<file path="src/tlic_map.vh">
// register map, field positions, reset values and vectors of the interrupt controller
`ifndef TLIC_MAP_VH
`define TLIC_MAP_VH
`define TLIC_OFS_PRI_EN 5'h00
`define TLIC_OFS_PRI_PRIO 5'h04
`define TLIC_OFS_SEC_ENPR 5'h08
`define TLIC_OFS_PWR_CTRL 5'h0C
`define TLIC_OFS_WDG_CFG 5'h10
`define TLIC_OFS_PLL_CTRL 5'h14
`define TLIC_OFS_STATUS 5'h18
`define TLIC_RST_PRI_EN 8'h00
`define TLIC_RST_PRI_PRIO 8'h00
`define TLIC_RST_SEC_ENPR 8'hA0
`define TLIC_SEC_WMASK 8'hF7
`define TLIC_BIT_GLOBAL_EN 7
`define TLIC_BIT_TIC_PRIO 6
`define TLIC_BIT_PSM_PRIO 5
`define TLIC_BIT_SPI_PRIO 4
`define TLIC_BIT_TIC_EN 2
`define TLIC_BIT_PSM_EN 1
`define TLIC_BIT_SPI_EN 0
`define TLIC_BIT_IDLE 0
`define TLIC_BIT_PDOWN 1
`define TLIC_BIT_WDG_SEL 0
`define TLIC_BIT_OSCILLATOR_POWERDOWN_BIT 0
`define TLIC_SRC_PSM 0
`define TLIC_SRC_WDG 1
`define TLIC_SRC_EXT0 2
`define TLIC_SRC_ADC 3
`define TLIC_SRC_TMR0 4
`define TLIC_SRC_EXT1 5
`define TLIC_SRC_TMR1 6
`define TLIC_SRC_SPI 7
`define TLIC_SRC_UART 8
`define TLIC_SRC_TMR2 9
`define TLIC_SRC_TIC 10
`define TLIC_NUM_SRC 11
`define TLIC_VEC_EXT0 16'h0003
`define TLIC_VEC_TMR0 16'h000B
`define TLIC_VEC_EXT1 16'h0013
`define TLIC_VEC_TMR1 16'h001B
`define TLIC_VEC_UART 16'h0023
`define TLIC_VEC_TMR2 16'h002B
`define TLIC_VEC_ADC 16'h0033
`define TLIC_VEC_SPI 16'h003B
`define TLIC_VEC_PSM 16'h0043
`define TLIC_VEC_TIC 16'h0053
`define TLIC_VEC_WDG 16'h005B
`define TLIC_RESP_OKAY 2'b00
`define TLIC_RESP_SLVERR 2'b10
`endif

</file>
<file path="src/tlic_top.v">
// two-level interrupt controller with power modes and AXI4-Lite registers
// Functional notes
// - secondary register bit 6 makes interval-timer interrupt high priority.
// - secondary register bit 5 makes supply-monitor interrupt high priority.
// - secondary register bit 4 makes SPI interrupt high priority.
// - secondary register bit 2 enables the interval-timer interrupt.
// - secondary register bit 1 enables the supply-monitor interrupt.
// - secondary register bit 0 enables the SPI interrupt.
// - a high-priority request may preempt a running low-priority routine.
// - same-cycle requests of both levels vector to the high one first.
// - a running routine is never preempted at its own level.
// - same-level ties follow the fixed polling order, supply monitor first.
// - on acceptance the core pushes its counter and loads the vector.
// - each source has its fixed vector address.
// - with watchdog select set, timeout interrupts instead of resetting.
// - watchdog interrupt is always high priority.
// - watchdog interrupt is taken even with global enable cleared.
// - watchdog interrupts only when its timeout period is above zero.
// - power-control bit 0 enters idle, bit 1 enters power-down.
// - idle stops the core clock, peripherals keep running, state retained.
// - idle ends on any enabled interrupt request or hardware reset.
// - power-down stops PLL and core; oscillator stops only if its bit set.
// - primary enable bit 7 gates all maskable sources globally.
// - interval-timer interrupt ends power-down and gets serviced.
//
// Our own choices: the address map and the AXI4-Lite slave port.
`include "tlic_map.vh"
module tlic_top (
   input wire aclk,
   input wire aresetn,
   input wire [4:0] s_axi_awaddr,
   input wire [2:0] s_axi_awprot,
   input wire s_axi_awvalid,
   output wire s_axi_awready,
   input wire [31:0] s_axi_wdata,
   input wire [3:0] s_axi_wstrb,
   input wire s_axi_wvalid,
   output wire s_axi_wready,
   output reg [1:0] s_axi_bresp,
   output reg s_axi_bvalid,
   input wire s_axi_bready,
   input wire [4:0] s_axi_araddr,
   input wire [2:0] s_axi_arprot,
   input wire s_axi_arvalid,
   output wire s_axi_arready,
   output reg [31:0] s_axi_rdata,
   output reg [1:0] s_axi_rresp,
   output reg s_axi_rvalid,
   input wire s_axi_rready,
   input wire external0_pin,
   input wire external1_pin,
   input wire supply_monitor_request,
   input wire converter_request,
   input wire timer0_request,
   input wire timer1_request,
   input wire spi_request,
   input wire uart_request,
   input wire timer2_request,
   input wire interval_timer_request,
   input wire watchdog_timeout,
   output reg irq_valid,
   output reg [15:0] irq_vector,
   input wire irq_ack,
   input wire irq_return,
   output reg push_pc,
   output reg watchdog_reset_req,
   output wire core_clk_en,
   output wire periph_clk_en,
   output wire pll_en,
   output wire osc_en
);
   reg [7:0] primary_irq_enable;
   reg [7:0] primary_irq_prio;
   reg [7:0] secondary_irq_enable_priority;
   reg [1:0] power_control_reg;
   reg watchdog_irq_select;
   reg [3:0] watchdog_period;
   reg oscillator_powerdown_bit;
   reg watchdog_pending;
   reg high_active;
   reg low_active;
   reg offer_high;
   reg [3:0] offer_idx;
   reg aw_held;
   reg w_held;
   reg [4:0] aw_addr;
   reg [7:0] w_byte;
   reg w_lane0;
   wire [1:0] external_level;
   wire global_irq_enable;
   wire interval_timer_irq_en;
   wire supply_monitor_irq_en;
   wire spi_port_irq_en;
   wire [10:0] raw_req;
   wire [10:0] enabled_req;
   wire [10:0] is_high;
   wire found;
   wire found_high;
   wire [3:0] found_idx;
   wire [15:0] found_vec;
   wire do_write;
   wire idle_mode;
   wire powerdown_mode;
   wire wake_idle;
   wire wake_powerdown;
   wire [7:0] status_word;
   reg [31:0] next_rdata;
   reg next_rd_err;

   // pins come from outside the clock domain
   tlic_sync #(
      .WIDTH(2)
   ) u_sync (
      .aclk(aclk),
      .aresetn(aresetn),
      .pin_in({external1_pin, external0_pin}),
      .level_out(external_level)
   );

   assign global_irq_enable = primary_irq_enable[`TLIC_BIT_GLOBAL_EN];
   assign interval_timer_irq_en = secondary_irq_enable_priority[`TLIC_BIT_TIC_EN];
   assign supply_monitor_irq_en = secondary_irq_enable_priority[`TLIC_BIT_PSM_EN];
   assign spi_port_irq_en = secondary_irq_enable_priority[`TLIC_BIT_SPI_EN];

   assign raw_req[`TLIC_SRC_PSM] = supply_monitor_request;
   assign raw_req[`TLIC_SRC_WDG] = watchdog_pending;
   assign raw_req[`TLIC_SRC_EXT0] = external_level[0];
   assign raw_req[`TLIC_SRC_ADC] = converter_request;
   assign raw_req[`TLIC_SRC_TMR0] = timer0_request;
   assign raw_req[`TLIC_SRC_EXT1] = external_level[1];
   assign raw_req[`TLIC_SRC_TMR1] = timer1_request;
   assign raw_req[`TLIC_SRC_SPI] = spi_request;
   assign raw_req[`TLIC_SRC_UART] = uart_request;
   assign raw_req[`TLIC_SRC_TMR2] = timer2_request;
   assign raw_req[`TLIC_SRC_TIC] = interval_timer_request;

   // primary enable layout: 0 ext0, 1 tmr0, 2 ext1, 3 tmr1, 4 uart, 5 tmr2, 6 adc
   assign enabled_req[`TLIC_SRC_PSM] = raw_req[`TLIC_SRC_PSM] & supply_monitor_irq_en
      & global_irq_enable;
   // watchdog ignores the global gate so a hung program still gets it
   assign enabled_req[`TLIC_SRC_WDG] = raw_req[`TLIC_SRC_WDG];
   assign enabled_req[`TLIC_SRC_EXT0] = raw_req[`TLIC_SRC_EXT0] & primary_irq_enable[0]
      & global_irq_enable;
   assign enabled_req[`TLIC_SRC_ADC] = raw_req[`TLIC_SRC_ADC] & primary_irq_enable[6]
      & global_irq_enable;
   assign enabled_req[`TLIC_SRC_TMR0] = raw_req[`TLIC_SRC_TMR0] & primary_irq_enable[1]
      & global_irq_enable;
   assign enabled_req[`TLIC_SRC_EXT1] = raw_req[`TLIC_SRC_EXT1] & primary_irq_enable[2]
      & global_irq_enable;
   assign enabled_req[`TLIC_SRC_TMR1] = raw_req[`TLIC_SRC_TMR1] & primary_irq_enable[3]
      & global_irq_enable;
   assign enabled_req[`TLIC_SRC_SPI] = raw_req[`TLIC_SRC_SPI] & spi_port_irq_en
      & global_irq_enable;
   assign enabled_req[`TLIC_SRC_UART] = raw_req[`TLIC_SRC_UART] & primary_irq_enable[4]
      & global_irq_enable;
   assign enabled_req[`TLIC_SRC_TMR2] = raw_req[`TLIC_SRC_TMR2] & primary_irq_enable[5]
      & global_irq_enable;
   assign enabled_req[`TLIC_SRC_TIC] = raw_req[`TLIC_SRC_TIC] & interval_timer_irq_en
      & global_irq_enable;

   // primary priority layout matches the primary enable layout
   assign is_high[`TLIC_SRC_PSM] = secondary_irq_enable_priority[`TLIC_BIT_PSM_PRIO];
   assign is_high[`TLIC_SRC_WDG] = 1'b1;
   assign is_high[`TLIC_SRC_EXT0] = primary_irq_prio[0];
   assign is_high[`TLIC_SRC_ADC] = primary_irq_prio[6];
   assign is_high[`TLIC_SRC_TMR0] = primary_irq_prio[1];
   assign is_high[`TLIC_SRC_EXT1] = primary_irq_prio[2];
   assign is_high[`TLIC_SRC_TMR1] = primary_irq_prio[3];
   assign is_high[`TLIC_SRC_SPI] = secondary_irq_enable_priority[`TLIC_BIT_SPI_PRIO];
   assign is_high[`TLIC_SRC_UART] = primary_irq_prio[4];
   assign is_high[`TLIC_SRC_TMR2] = primary_irq_prio[5];
   assign is_high[`TLIC_SRC_TIC] = secondary_irq_enable_priority[`TLIC_BIT_TIC_PRIO];

   tlic_arbiter u_arb (
      .req(enabled_req),
      .is_high(is_high),
      .high_busy(high_active),
      .low_busy(low_active),
      .found(found),
      .found_high(found_high),
      .found_idx(found_idx),
      .found_vec(found_vec)
   );

   // power modes
   assign idle_mode = power_control_reg[`TLIC_BIT_IDLE];
   assign powerdown_mode = power_control_reg[`TLIC_BIT_PDOWN];
   assign wake_idle = |enabled_req;
   assign wake_powerdown = enabled_req[`TLIC_SRC_TIC];
   // core halts in either mode; its state stays put since only its enable drops
   assign core_clk_en = !idle_mode && !powerdown_mode;
   assign periph_clk_en = !powerdown_mode;
   assign pll_en = !powerdown_mode;
   // interval timer runs from the oscillator, so it survives power-down unless the oscillator bit is set
   assign osc_en = !(powerdown_mode && oscillator_powerdown_bit);

   // vector offer to the core; held stale one cycle would double-take, so ack drops it
   always @(posedge aclk) begin
      if (!aresetn) begin
         irq_valid <= 1'b0;
         irq_vector <= 16'h0000;
         offer_high <= 1'b0;
         offer_idx <= 4'h0;
         push_pc <= 1'b0;
         high_active <= 1'b0;
         low_active <= 1'b0;
      end else begin
         push_pc <= irq_valid && irq_ack;
         // return closes the innermost level first; a take in the same cycle wins
         if (irq_return) begin
            if (high_active) begin
               high_active <= 1'b0;
            end else begin
               low_active <= 1'b0;
            end
         end
         if (irq_valid && irq_ack) begin
            irq_valid <= 1'b0;
            if (offer_high) begin
               high_active <= 1'b1;
            end else begin
               low_active <= 1'b1;
            end
         end else begin
            irq_valid <= found && core_clk_en;
            irq_vector <= found_vec;
            offer_high <= found_high;
            offer_idx <= found_idx;
         end
      end
   end

   // watchdog event becomes a sticky request; a new timeout beats the ack clear
   always @(posedge aclk) begin
      if (!aresetn) begin
         watchdog_pending <= 1'b0;
         watchdog_reset_req <= 1'b0;
      end else begin
         watchdog_reset_req <= watchdog_timeout && !watchdog_irq_select;
         if (watchdog_timeout && watchdog_irq_select && (watchdog_period != 4'h0)) begin
            watchdog_pending <= 1'b1;
         end else if (irq_valid && irq_ack && (offer_idx == `TLIC_SRC_WDG)) begin
            watchdog_pending <= 1'b0;
         end
      end
   end

   // AXI4-Lite write: address and data taken in either order
   assign s_axi_awready = !aw_held && !s_axi_bvalid;
   assign s_axi_wready = !w_held && !s_axi_bvalid;
   assign do_write = (aw_held || s_axi_awvalid) && (w_held || s_axi_wvalid)
      && !s_axi_bvalid;

   always @(posedge aclk) begin
      if (!aresetn) begin
         aw_held <= 1'b0;
         w_held <= 1'b0;
         aw_addr <= 5'h00;
         w_byte <= 8'h00;
         w_lane0 <= 1'b0;
      end else begin
         if (s_axi_awvalid && s_axi_awready) begin
            aw_addr <= s_axi_awaddr;
         end
         if (s_axi_wvalid && s_axi_wready) begin
            w_byte <= s_axi_wdata[7:0];
            w_lane0 <= s_axi_wstrb[0];
         end
         aw_held <= do_write ? 1'b0 : (aw_held || (s_axi_awvalid && s_axi_awready));
         w_held <= do_write ? 1'b0 : (w_held || (s_axi_wvalid && s_axi_wready));
      end
   end

   wire [4:0] wr_addr = aw_held ? aw_addr : s_axi_awaddr;
   wire [7:0] wr_byte = w_held ? w_byte : s_axi_wdata[7:0];
   wire wr_lane0 = w_held ? w_lane0 : s_axi_wstrb[0];
   wire wr_mapped = (wr_addr[4:2] <= 3'd6) && (wr_addr[1:0] == 2'b00);
   wire wr_en = do_write && wr_lane0;

   always @(posedge aclk) begin
      if (!aresetn) begin
         s_axi_bvalid <= 1'b0;
         s_axi_bresp <= `TLIC_RESP_OKAY;
      end else if (do_write) begin
         s_axi_bvalid <= 1'b1;
         s_axi_bresp <= wr_mapped ? `TLIC_RESP_OKAY : `TLIC_RESP_SLVERR;
      end else if (s_axi_bready) begin
         s_axi_bvalid <= 1'b0;
      end
   end

   // register writes; power bits set by software, cleared by a wake event
   always @(posedge aclk) begin
      if (!aresetn) begin
         primary_irq_enable <= `TLIC_RST_PRI_EN;
         primary_irq_prio <= `TLIC_RST_PRI_PRIO;
         secondary_irq_enable_priority <= `TLIC_RST_SEC_ENPR;
         power_control_reg <= 2'b00;
         watchdog_irq_select <= 1'b0;
         watchdog_period <= 4'h0;
         oscillator_powerdown_bit <= 1'b0;
      end else begin
         if (wr_en && wr_addr == `TLIC_OFS_PRI_EN) begin
            primary_irq_enable <= wr_byte;
         end
         if (wr_en && wr_addr == `TLIC_OFS_PRI_PRIO) begin
            primary_irq_prio <= wr_byte;
         end
         if (wr_en && wr_addr == `TLIC_OFS_SEC_ENPR) begin
            // reserved bit 3 kept at zero regardless of what is written
            secondary_irq_enable_priority <= wr_byte & `TLIC_SEC_WMASK;
         end
         if (wr_en && wr_addr == `TLIC_OFS_WDG_CFG) begin
            watchdog_irq_select <= wr_byte[`TLIC_BIT_WDG_SEL];
            watchdog_period <= wr_byte[7:4];
         end
         if (wr_en && wr_addr == `TLIC_OFS_PLL_CTRL) begin
            oscillator_powerdown_bit <= wr_byte[`TLIC_BIT_OSCILLATOR_POWERDOWN_BIT];
         end
         if (wr_en && wr_addr == `TLIC_OFS_PWR_CTRL) begin
            power_control_reg <= wr_byte[1:0];
         end else begin
            if (idle_mode && wake_idle) begin
               power_control_reg[`TLIC_BIT_IDLE] <= 1'b0;
            end
            if (powerdown_mode && wake_powerdown) begin
               power_control_reg[`TLIC_BIT_PDOWN] <= 1'b0;
            end
         end
      end
   end

   // status: service levels, current offer and watchdog pending flag
   assign status_word = {high_active, low_active, irq_valid, watchdog_pending,
      offer_idx};

   assign s_axi_arready = !s_axi_rvalid;

   always @* begin
      next_rdata = 32'h0000_0000;
      next_rd_err = 1'b0;
      case (s_axi_araddr)
         `TLIC_OFS_PRI_EN: next_rdata[7:0] = primary_irq_enable;
         `TLIC_OFS_PRI_PRIO: next_rdata[7:0] = primary_irq_prio;
         `TLIC_OFS_SEC_ENPR: next_rdata[7:0] = secondary_irq_enable_priority;
         `TLIC_OFS_PWR_CTRL: next_rdata[1:0] = power_control_reg;
         `TLIC_OFS_WDG_CFG: next_rdata[7:0] = {watchdog_period, 3'b000, watchdog_irq_select};
         `TLIC_OFS_PLL_CTRL: next_rdata[0] = oscillator_powerdown_bit;
         `TLIC_OFS_STATUS: next_rdata[15:0] = {irq_vector[7:0], status_word};
         default: next_rd_err = 1'b1;
      endcase
   end

   always @(posedge aclk) begin
      if (!aresetn) begin
         s_axi_rvalid <= 1'b0;
         s_axi_rdata <= 32'h0000_0000;
         s_axi_rresp <= `TLIC_RESP_OKAY;
      end else if (s_axi_arvalid && s_axi_arready) begin
         s_axi_rvalid <= 1'b1;
         s_axi_rdata <= next_rdata;
         s_axi_rresp <= next_rd_err ? `TLIC_RESP_SLVERR : `TLIC_RESP_OKAY;
      end else if (s_axi_rready) begin
         s_axi_rvalid <= 1'b0;
      end
   end
endmodule

</file>
<file path="src/tlic_sync.v">
// three-stage synchroniser for pin inputs, per bit
module tlic_sync #(
   parameter WIDTH = 2
) (
   input wire aclk,
   input wire aresetn,
   input wire [WIDTH-1:0] pin_in,
   output reg [WIDTH-1:0] level_out
);
   reg [WIDTH-1:0] stage1;
   reg [WIDTH-1:0] stage2;
   reg [WIDTH-1:0] stage3;
   genvar i;
   generate
      for (i = 0; i < WIDTH; i = i + 1) begin : g_bit
         always @(posedge aclk) begin
            if (!aresetn) begin
               stage1[i] <= 1'b0;
               stage2[i] <= 1'b0;
               stage3[i] <= 1'b0;
               level_out[i] <= 1'b0;
            end else begin
               stage1[i] <= pin_in[i];
               stage2[i] <= stage1[i];
               stage3[i] <= stage2[i];
               // change counts only once stages two and three agree
               if (stage2[i] == stage3[i]) begin
                  level_out[i] <= stage3[i];
               end
            end
         end
      end
   endgenerate
endmodule

</file>
<file path="src/tlic_arbiter.v">
// two-level fixed-order arbiter with vector lookup
`include "tlic_map.vh"
module tlic_arbiter (
   input wire [10:0] req,
   input wire [10:0] is_high,
   input wire high_busy,
   input wire low_busy,
   output reg found,
   output reg found_high,
   output reg [3:0] found_idx,
   output reg [15:0] found_vec
);
   reg [10:0] high_req;
   reg [10:0] low_req;
   integer k;
   always @* begin
      high_req = req & is_high;
      low_req = req & ~is_high;
      found = 1'b0;
      found_high = 1'b0;
      found_idx = 4'h0;
      // scan lowest rank first so the highest-ranked request overwrites
      for (k = 10; k >= 0; k = k - 1) begin
         if (low_req[k] && !high_busy && !low_busy) begin
            found = 1'b1;
            found_high = 1'b0;
            found_idx = k[3:0];
         end
      end
      // any high request beats low ones, even mid low service
      for (k = 10; k >= 0; k = k - 1) begin
         if (high_req[k] && !high_busy) begin
            found = 1'b1;
            found_high = 1'b1;
            found_idx = k[3:0];
         end
      end
      case (found_idx)
         4'd0: found_vec = `TLIC_VEC_PSM;
         4'd1: found_vec = `TLIC_VEC_WDG;
         4'd2: found_vec = `TLIC_VEC_EXT0;
         4'd3: found_vec = `TLIC_VEC_ADC;
         4'd4: found_vec = `TLIC_VEC_TMR0;
         4'd5: found_vec = `TLIC_VEC_EXT1;
         4'd6: found_vec = `TLIC_VEC_TMR1;
         4'd7: found_vec = `TLIC_VEC_SPI;
         4'd8: found_vec = `TLIC_VEC_UART;
         4'd9: found_vec = `TLIC_VEC_TMR2;
         4'd10: found_vec = `TLIC_VEC_TIC;
         default: found_vec = 16'h0000;
      endcase
   end
endmodule

</file>
<file path="config.mk">
export PLATFORM = sky130hd
export DESIGN_NAME = tlic_top
export DESIGN_NICKNAME = d
export VERILOG_FILES = /design/src/tlic_top.v /design/src/tlic_sync.v /design/src/tlic_arbiter.v
export VERILOG_INCLUDE_DIRS = /design/src
export SDC_FILE = /design/constraint.sdc
export NUM_CORES = 1
export LEC_CHECK = 0
export BUFFER_PORTS_ARGS = -buffer_cell sky130_fd_sc_hd__buf_2
export CAP_MARGIN = 20
export CORE_ASPECT_RATIO = 0.9
export CORE_MARGIN = 2
export CORE_UTILIZATION = 45
export CTS_BUF_LIST = sky130_fd_sc_hd__clkbuf_8
export DETAILED_ROUTE_END_ITERATION = 16
export PLACE_DENSITY = 0.73
export RECOVER_POWER = 50
export SLEW_MARGIN = 15
export SYNTH_ARGS = -nofsm -noshare
export SYNTH_HDL_FRONTEND = slang
export SYNTH_HIERARCHICAL = 1
export SYNTH_SLANG_ARGS = --single-unit
</file>
<file path="constraint.sdc">
create_clock -name aclk -period 2.2 [get_ports aclk]
set_input_delay 0 -clock aclk [delete_from_list [all_inputs] [get_ports aclk]]
set_output_delay 0 -clock aclk [all_outputs]
set_load 0.02 [all_outputs]
</file>
### Word-level counts from Yosys, hierarchy flattened

Memory sizes are Yosys's and may differ from the RTL's. A register that Yosys moved wholly into a read port is not among the register bits.
Cells that the tools add are included.
Widths: inputs -> output; s select.

| cells by class | value |
|---|---|
| multiplexer cells | 80 |
| eq/ne operators | 14 |
| order comparisons | 1 |
| bitwise logic cells | 24 |
| reduce and logical (&&, ||, !) cells | 87 |

Operator list:

| operator | count |
|---|---|
| $mux 4 | 22 |
| $logic_and 1x1->1 | 58 |
| $mux 1 | 49 |
| $pmux 6 s5 | 1 |
| $eq 5x5->1 const B | 5 |
| $and 11x11->11 | 2 |
| $and 1x1->1 | 20 |
| $eq 5x4->1 const B | 4 |
| $mux 8 | 2 |
| $logic_not 1->1 | 12 |
| $not 11->11 | 1 |
| $reduce_or 11->1 | 1 |
| $eq 5x3->1 const B | 2 |
| $logic_not 5->1 | 2 |
| $reduce_bool 2->1 | 5 |
| $pmux 1 s7 | 1 |
| $reduce_or 7->1 | 1 |
| $mux 2 | 3 |
| $mux 5 | 1 |
| $pmux 1 s5 | 1 |
| $eq 4x1->1 const B | 1 |
| $logic_or 1x1->1 | 4 |
| $reduce_bool 4->1 | 1 |
| $reduce_or 2->1 | 2 |
| other kinds (4) | 5 |

| word-level totals | value |
|---|---|
| memories kept | 1 |
| memory bits (read-only) | 96 |
| register bits | 104 |
| word-level logic and storage cells | 242 |

Memory list:

| name | words | width | rd ports | clocked after memory_dff | wr ports | RTL line | source |
|---|---|---|---|---|---|---|---|
| (no name shown) | 16 | 6 | 1 | 1 | 0 | tlic_arbiter.v:38 | `case (found_idx)` |

### Depth between registers and ports, before layout

Gate-level depths: netlist of the first run.

| depth | value |
|---|---|
| depth in word-level cells | 28 |
| mapped depth | 10 |
| gate-level depth less buffers | 9 |

### Cells and area by module

Netlist of the first run, hierarchy kept.

Modules (own cells, without submodules):

| module | times used | seq. area each (µm²) | cells each | area each (µm²) |
|---|---|---|---|---|
| tlic_top | 1 | 1881.8 | 434 | 4135.2 |
| tlic_arbiter | 1 | 0.0 | 99 | 641.9 |
| tlic_sync | 1 | 160.2 | 20 | 237.7 |

### Least setup slack after synthesis of the first run

OpenSTA, ideal clock, no wires.

| path | value |
|---|---|
| kind | flip-flop to flip-flop |
| start point | register primary_irq_enable[7] |
| end point | register irq_vector[6] |
| buffers on the path | 1 |
| arrival time | 2.017 ns |
| period minus slack after synthesis | 2.134 ns |
| data required time | 2.083 ns |
| cell stages (with the launch flop) | 10 |
| slack | 0.066 ns |
| cells stage by stage | dfxtp_1 clkbuf_1 and3_1 nand2b_1 a21oi_2 nand2b_1 o221ai_1 a21oi_2 mux2_4 a22o_1 |

| between the ends | value |
|---|---|
| elaborated cells on any way between the ends | 64 |
| classes of those cells | mux (22); bitwise (12); reduce/logical (30) |

RTL lines:

| what | RTL line | source |
|---|---|---|
| start, declared | tlic_top.v:72 | `reg [7:0] primary_irq_enable;` |
| start signal, assigned | tlic_top.v:295 | `` primary_irq_enable <= `TLIC_RST_PRI_EN; `` |
| start signal, assigned | tlic_top.v:304 | `primary_irq_enable <= wr_byte;` |
| $and 1x1->1 * | tlic_top.v:138 | `` assign enabled_req[`TLIC_SRC_PSM] = raw_req[`TLIC_SRC_PSM] & supply_monitor_irq_en `` |
| net enabled_req[0] | tlic_top.v:95 | `wire [10:0] enabled_req;` |
| $and 11x11->11 | tlic_arbiter.v:18 | `low_req = req & ~is_high;` |
| $logic_and 1x1->1 (2 in a row) | tlic_arbiter.v:24 | `if (low_req[k] && !high_busy && !low_busy) begin` |
| $mux 4 | tlic_arbiter.v:24 |  |
| $mux 4 (10 in a row) | tlic_arbiter.v:32 | `if (high_req[k] && !high_busy) begin` |
| $mux 4 * | tlic_arbiter.v:32 |  |
| end, declared | tlic_top.v:62 | `output reg [15:0] irq_vector,` |

Mark *: on every way through the listed nets, which the timed path passes. The rest lies on a longest branch.
A chain may end at the register's enable or synchronous reset.

### Worst setup path after layout of the first run

| path | value |
|---|---|
| start point | register primary_irq_enable[7] |
| end point | register irq_vector[6] |

| between the ends | value |
|---|---|
| elaborated cells on any way between the ends | 64 |
| classes of those cells | mux (22); bitwise (12); reduce/logical (30) |

RTL lines:

| what | RTL line | source |
|---|---|---|
| $and 1x1->1 * | tlic_top.v:152 | `` assign enabled_req[`TLIC_SRC_SPI] = raw_req[`TLIC_SRC_SPI] & spi_port_irq_en `` |
| net enabled_req[7] | tlic_top.v:95 |  |
| $and 11x11->11 | tlic_arbiter.v:18 |  |
| $logic_and 1x1->1 (2 in a row) | tlic_arbiter.v:24 |  |
| $mux 4 (8 in a row) | tlic_arbiter.v:24 |  |
| $mux 4 (3 in a row) | tlic_arbiter.v:32 |  |
| $mux 4 * (8 in a row) | tlic_arbiter.v:32 |  |
| net found_idx[3] | tlic_top.v:99 | `wire [3:0] found_idx;` |

Marked as above.

==> summary.md, run 1 <==
| Metric | Value |
|---|---|
| Initial antenna violation count | 0 |
| CTS root buf | clkbuf_8 |
| Seq pwr share | 54.9% |
| Final ANT Viol Nets | 0 |
| GP Congestion | 0.9205 |
| Via Count | 4451 |
| Most used flip-flop cell after synthesis | dfxtp_1 |
| Total gr overflow | 0 |
| Effective utilization at floorplan | approximately 46% |
| Crit-path max FO | 8 |
| Crit path launch | primary_irq_enable[7] |
| Worst slack, placed | -0.04731 ns |
| Warnings from Yosys | 6 |
| Hold Worst Slack | 0.1489 ns |
| HP Class | in2reg |
| Syn Area/Cell | 9.068 um2 |
| CP Capture Type | flop |
| WHS Path Cells | 4 |
| Seq/Total Area, Yosys | 40.72% |
| Int Power | 0.002520 W |
| Clock power share | about 31% |
| Largest registers | irq_vector: 16 flops, s_axi_rdata: 16 flops |
| Worst-skew pair later-pin latency | 0.38 ns |
| WL/cell | 16.31 um |
| Async SR Flop Fraction | 0% |
| Ant. Diodes | 0 |
| FMAX | around 460 MHz |
| VDD IR-drop max | about 0.45 mV |
| Vias in the first global route | 4190 |
| Global-route wire length before repair | 21.02 mm |
| Fin crit period | between 2 and 2.5 ns |
| RSZ-0062 raised after global routing | true |
| Relative slew slack | 29.93% |
| Final-report hold violation count | 0 |
| Cell variety after synth | 66 |
| Largest net degree at the start of global routing | 25 |
| Share of post-route cells with drive strength above 1 | 21.43% |
| Cells after Synth | roughly 550 |
| Total Power | approximately 0.0036 W |
| Synthesized area | around 5000 um2 |
| Reg-to-reg startpoint | primary_irq_enable[7] |
| Most frequent cells in the layout | dfxtp_1, nand2_1, clkbuf_1, nor2_1, mux2i_1 |
| Worst Max-Slew Pin Slew | 1.051 ns |
| Initial DRC count | 248 |
| Via/cell ratio | 5.311 |
| Die height | 104.2 um |
| Count of final setup violators | 0 |
| Logic pwr share | 13.9% |
| Status | finished, final reports clean |
| Number of enable flip-flop cells after synthesis | 0 |
| Clk_skew | 0.009209 ns |
| Critical path required time | 2.48 ns |
| H-tree levels | 3 |
| Clk buf depth | 2 |
| Final Max Slew Viols | 0 |
| Setup TNS | 0 ns |
| Period utilization | between 90% and 100% |
| Fillers | 1002 |
| Max-cap violation count | 0 |
| Area grow syn2layout | 22.95% |
| Number of remaining DRC errors | 0 |
| Post-DP HPWL | 9.831 mm |
| Final WL | 13.67 mm |
| Nets | 753 |
| Io pins | 136 |
| Total CTS buffers | 9 |
| Cell count of the worst reg-to-reg path | 9 |
| Leak | 2.708 nW |
| HP Start | s_axi_wvalid |
| Die width | around 120 um |
| Clock slew at reported path FFs | 0.10 ns |
| Setup crit start kind | flop |
| IO Port Bufs | between 80 and 90 |
| Sink Count | about 100 |
| Total track usage | 22.17% |
| Die ar. | between 10000 and 15000 um2 |
| Pwr per Cell Area | 577.0 nW/um2 |
| Switching share of power | 29.17% |
| CORE AREA | 10860 um2 |
| Initial DRT Pass Iterations | 4 |
| Arrival time at the worst endpoint | 2.48 ns |
| Commonest non-fill, non-tap cell in the layout | dfxtp_1 |
| Cell Rows | 36 |
| Critical path type | reg2reg |
| CTS tree | done |
| Switching power | 0.001038 W |
| Yosys reg bits | 102 |
| Setup ws final | 0.004621 ns |
-- per-layer routing --
| metal | vias to the layer above | wire [um] | track usage, % |
|---|---|---|---|
| met5 | - | 0 | 0 |
| met4 | 0 | 129 | 5.336 |
| met3 | 15 | 692 | 3.788 |
| met2 | 153 | 6480 | 36.97 |
| met1 | 2134 | 6364 | 29.82 |
| li1 | 2149 | - | - |
-- cell usage after synthesis, drive strengths merged, types with 3 or more instances --
library cell | instances | area share (%)
nor3 | 4 | 0.62
nor2 | 46 | 3.5
a21oi | 20 | 2.1
mux4 | 5 | 2.2
mux2i | 41 | 8.2
o21ai | 18 | 1.8
a22o | 23 | 4.0
nand4 | 5 | 0.62
mux2 | 11 | 2.5
a31oi | 4 | 0.50
nand3 | 10 | 1.0
a211oi | 6 | 1.8
inv | 10 | 0.75
a21boi | 3 | 0.45
conb | 4 | 0.30
or3 | 3 | 0.47
or2 | 3 | 0.37
a221oi | 9 | 1.6
nand2b | 15 | 1.9
dfxtp | 102 | 41
a22oi | 10 | 1.5
a21o | 3 | 0.45
and2 | 10 | 1.4
or3b | 4 | 0.75
nand3b | 3 | 0.45
and3 | 14 | 1.7
buf | 38 | 5.4
clkbuf | 23 | 1.7
a41oi | 5 | 1.0
nand2 | 81 | 6.6
-- area by class of cell --
cell class,count,area (um2),area share [%]
Multi-Input combinational cell,410,2810,45.58
Sequential cell,102,2047,33.20
Timing Repair Buffer,148,900.9,14.61
Tap cell,152,190.2,3.084
Clock buffer,9,123.9,2.009
Clock inverter,7,56.30,0.9131
Inverter,10,37.54,0.6088
-- final timing paths --
path	slack (ns)	endpoint
max	0.005	irq_vector[6]
min	0.15	w_byte[0]
max reg2reg	0.005	irq_vector[6]
min reg2reg	0.45	low_active
-- worst max-delay path, cell delays in order, from the launching register on --
cell	delay [ns]
dfxtp_4	0.39
buf_6	0.13
and3_4	0.15
nand2_1	0.12
a41oi_1	0.25
or3_4	0.42
nor2_4	0.13
nor2_2	0.06
mux2_4	0.25
a22o_1	0.20
-- power by group through the flow --
stage                     clock network, W  registers [W]  logic, W
after floorplan                          0        0.00201  0.000331
after global placement                   0        0.00199  0.000452
after detailed placement                 0        0.00199  0.000462
after CTS                          0.00113        0.00195  0.000502
after global routing               0.00121        0.00196  0.000538
final                              0.00111        0.00195  0.000493
-- cells by family after synthesis --
group | after synthesis | synth area share, %
AOI/OAI and AO/OA | 113 | 17.34
DFF | 102 | 40.72
buffers and inverters | 71 | 7.884
xor gates and xnor gates | 1 | 0.1747
muxes | 57 | 12.97
other | 4 | 0.2993
and+or+nand+nor | 205 | 20.61
-- timing repair --
action                                  CTS  global route
endpoints found under the setup margin    2             6
pin swaps                                 0            10
hold buffers                             26             0
endpoints found under the hold margin    25             0
gates resized for setup                   1            29
setup buffers                             0             7
-- per-stage QoR --
step	area, um2	instances	utilization, %
after floorplan	5127	583	-
after global placement	5613	789	51.71
after detailed placement	5613	789	51.71
after CTS	6055	831	55.77
after global routing	6166	838	56.80
final	6166	838	56.80
No activity file was read; power rests on OpenSTA's default activity.
==> run 2: changes to the inputs <==
--- a/config.mk
+++ b/config.mk
@@ -15,6 +15,7 @@
 export DETAILED_ROUTE_END_ITERATION = 16
 export PLACE_DENSITY = 0.73
 export RECOVER_POWER = 50
+export SETUP_SLACK_MARGIN = 0.2
 export SLEW_MARGIN = 15
 export SYNTH_ARGS = -nofsm -noshare
 export SYNTH_HDL_FRONTEND = slang
==> run 2 against run 1 <==
Effect of this change: global-route usage is 1.8 points higher; combinational power is 1% higher; sequential power hardly changed; critical path depth stayed put; worst setup slack better by 0.055 ns; largest cell class unchanged; largest power group unchanged.
==> summary.md, run 2 (same netlist as run 1, synthesis figures left out) <==
| Metric | Value |
|---|---|
| H-tree levels | 3 |
| CTS root buf | clkbuf_8 |
| Fillers | 992 |
| Max incr delay on CP | approximately 0.38 ns |
| Worst path slowest cell | dfxtp_4 |
| IO Port Bufs | 84 |
| Most frequent cells in the layout | dfxtp_1, nand2_1, clkbuf_1, nor2_1, mux2i_1 |
| Die ar. | 12010 um2 |
| Largest net degree at the start of global routing | between 50 and 60 |
| Total track usage | 23.96% |
| Area grow syn2layout | 24.50% |
| Commonest non-fill, non-tap cell in the layout | dfxtp_1 |
| Clk_skew | 0.01056 ns |
| Via/cell ratio | about 5.4 |
| Vias in the first global route | around 4.3k |
| Critical path required time | 2.49 ns |
| Critical path type | reg2reg |
| Effective utilization at floorplan | a little under half |
| Die height | 104.2 um |
| Initial antenna violation count | 0 |
| Initial DRT Pass Iterations | 5 |
| Share of post-route cells with drive strength above 1 | 23.11% |
| Total CTS buffers | 9 |
| Hold Worst Slack | 0.05434 ns |
| VDD IR-drop max | 0.3825 mV |
| Pwr per Cell Area | around 570 nW/um2 |
| Clock slew at reported path FFs | 0.11 ns |
| CP top delay family | compound AO/OA/AOI/OAI gates |
| Final ANT Viol Nets | 0 |
| Relative slew slack | 32.13% |
| Post-DP HPWL | 10.60 mm |
| RSZ-0062 raised after global routing | true |
| Worst Path Buf+Inv | 1 |
| Critical R2R Capture | irq_vector[6] |
| Die width | 115.3 um |
| R2R setup slack | 0.06 ns |
| Total gr overflow | 0 |
| CP Capture Type | flop |
| Final Util | a little under three fifths |
| Cell Rows | 36 |
| Largest registers | irq_vector: 16 flops, s_axi_rdata: 16 flops |
| Period utilization | 97.27% |
| Io pins | 136 |
| WL/cell | 17.00 um |
| Final Max Slew Viols | 0 |
| Setup crit start kind | flop |
| Count of final setup violators | 0 |
| Initial DRC count | 359 |
| HP Class | in2reg |
| Reg-to-reg startpoint | primary_irq_enable[7] |
| Number of remaining DRC errors | 0 |
| Fin crit period | 2.140 ns |
| Cell count of the worst reg-to-reg path | 9 |
| Leak | 2.727 nW |
| Final WL | 14.28 mm |
| Via Count | 4546 |
| CORE AREA | roughly 11000 um2 |
| Cells along the critical path | buf_6, and3_4, nor2b_4, nand2b_1, o31a_1, o221ai_2, a21oi_4, mux2_4, a22o_1 |
| Status | finished, final reports clean |
| HP Start | s_axi_araddr[0] |
| Arrival time at the worst endpoint | 2.43 ns |
| Clk buf depth | 2 |
| Ant. Diodes | 0 |
| Final-report hold violation count | 0 |
| WHS Endpoint | s_axi_rdata[1] |
| CTS tree | done |
| Sink Count | between 100 and 150 |
| GP Congestion | 0.8893 |
| Worst-skew pair later-pin latency | roughly 0.39 ns |
| WHS Path Cells | 4 |
| Nets | 755 |
| Global-route wire length before repair | approximately 22 mm |
| Max-cap violation count | 0 |
| Worst Max-Slew Pin Slew | 1.018 ns |
| FMAX | 467.3 MHz |
| Crit-path max FO | 7 |
run 2: final cells by class:
class / count / area [um2] / area share, %
Clock inverter: 7 / 55.05 / 0.8818
Tap cell: 152 / 190.2 / 3.046
Sequential cell: 102 / 2047 / 32.79
Multi-Input combinational cell: 410 / 2867 / 45.91
Timing Repair Buffer: 150 / 923.4 / 14.79
Inverter: 10 / 37.54 / 0.6012
Clock buffer: 9 / 123.9 / 1.984
run 2: worst reg2reg max path, cell delays in order (launching register included):
cell and delay, ns:
dfxtp_4 0.38, buf_6 0.13, and3_4 0.17, nor2b_4 0.13, nand2b_1 0.16, o31a_1 0.27
o221ai_2 0.19, a21oi_4 0.11, mux2_4 0.31, a22o_1 0.21
run 2: repair_timing:
action / 4_1_cts / 5_1_grt
resized for setup: 9 / 22
endpoints found under the hold margin: 23 / 0
setup buffers: 1 / 2
pin swaps: 3 / 7
setup endpoints to repair: 7 / 13
hold buffers: 26 / 0
run 2: where the power goes:
group	internal, W	switching (W)
Combinational	0.000188	0.000311
Sequential	0.00190	0.0000479
Clock	0.000428	0.000706
Total	0.00252	0.00107
run 2: metal layers:
layer / global-route usage (%) / wire length, um / up-vias
met3: 4.837 / 999 / 19
met1: 33.58 / 6507 / 2187
met2: 37.10 / 6538 / 187
met4: 7.315 / 236 / 0
met5: 0 / 0 / -
li1: - / - / 2153
run 2: per-stage QoR:
step | worst slack, ns | TNS, ns | instances | instance area [um2] | total power (W)
after floorplan | 0.2038 | 0 | 583 | 5192 | 0.002344
final | 0.05996 | 0 | 840 | 6243 | 0.003586
after detailed placement | -0.05242 | -0.05242 | 795 | 5713 | 0.002462
after global placement | 0.02317 | 0 | 795 | 5713 | 0.002447
after global routing | -0.0008626 | -0.0008626 | 840 | 6243 | 0.003731
after CTS | 0.1046 | 0 | 838 | 6206 | 0.003611
run 2: how the worst max path moves through the flow:
stage | startpoint | end | slack [ns] | cells past startpoint
5_1_grt | primary_irq_enable[7] | irq_vector[6] | -0.0009 | 9
6_report | primary_irq_enable[7] | irq_vector[6] | 0.06 | 9
3_3_place_gp | primary_irq_enable[7] | irq_vector[6] | 0.02 | 9
4_1_cts | primary_irq_enable[7] | irq_vector[6] | 0.10 | 9
3_5_place_dp | primary_irq_enable[7] | irq_vector[6] | -0.05 | 9
2_1_floorplan | primary_irq_enable[7] | irq_vector[6] | 0.20 | 9
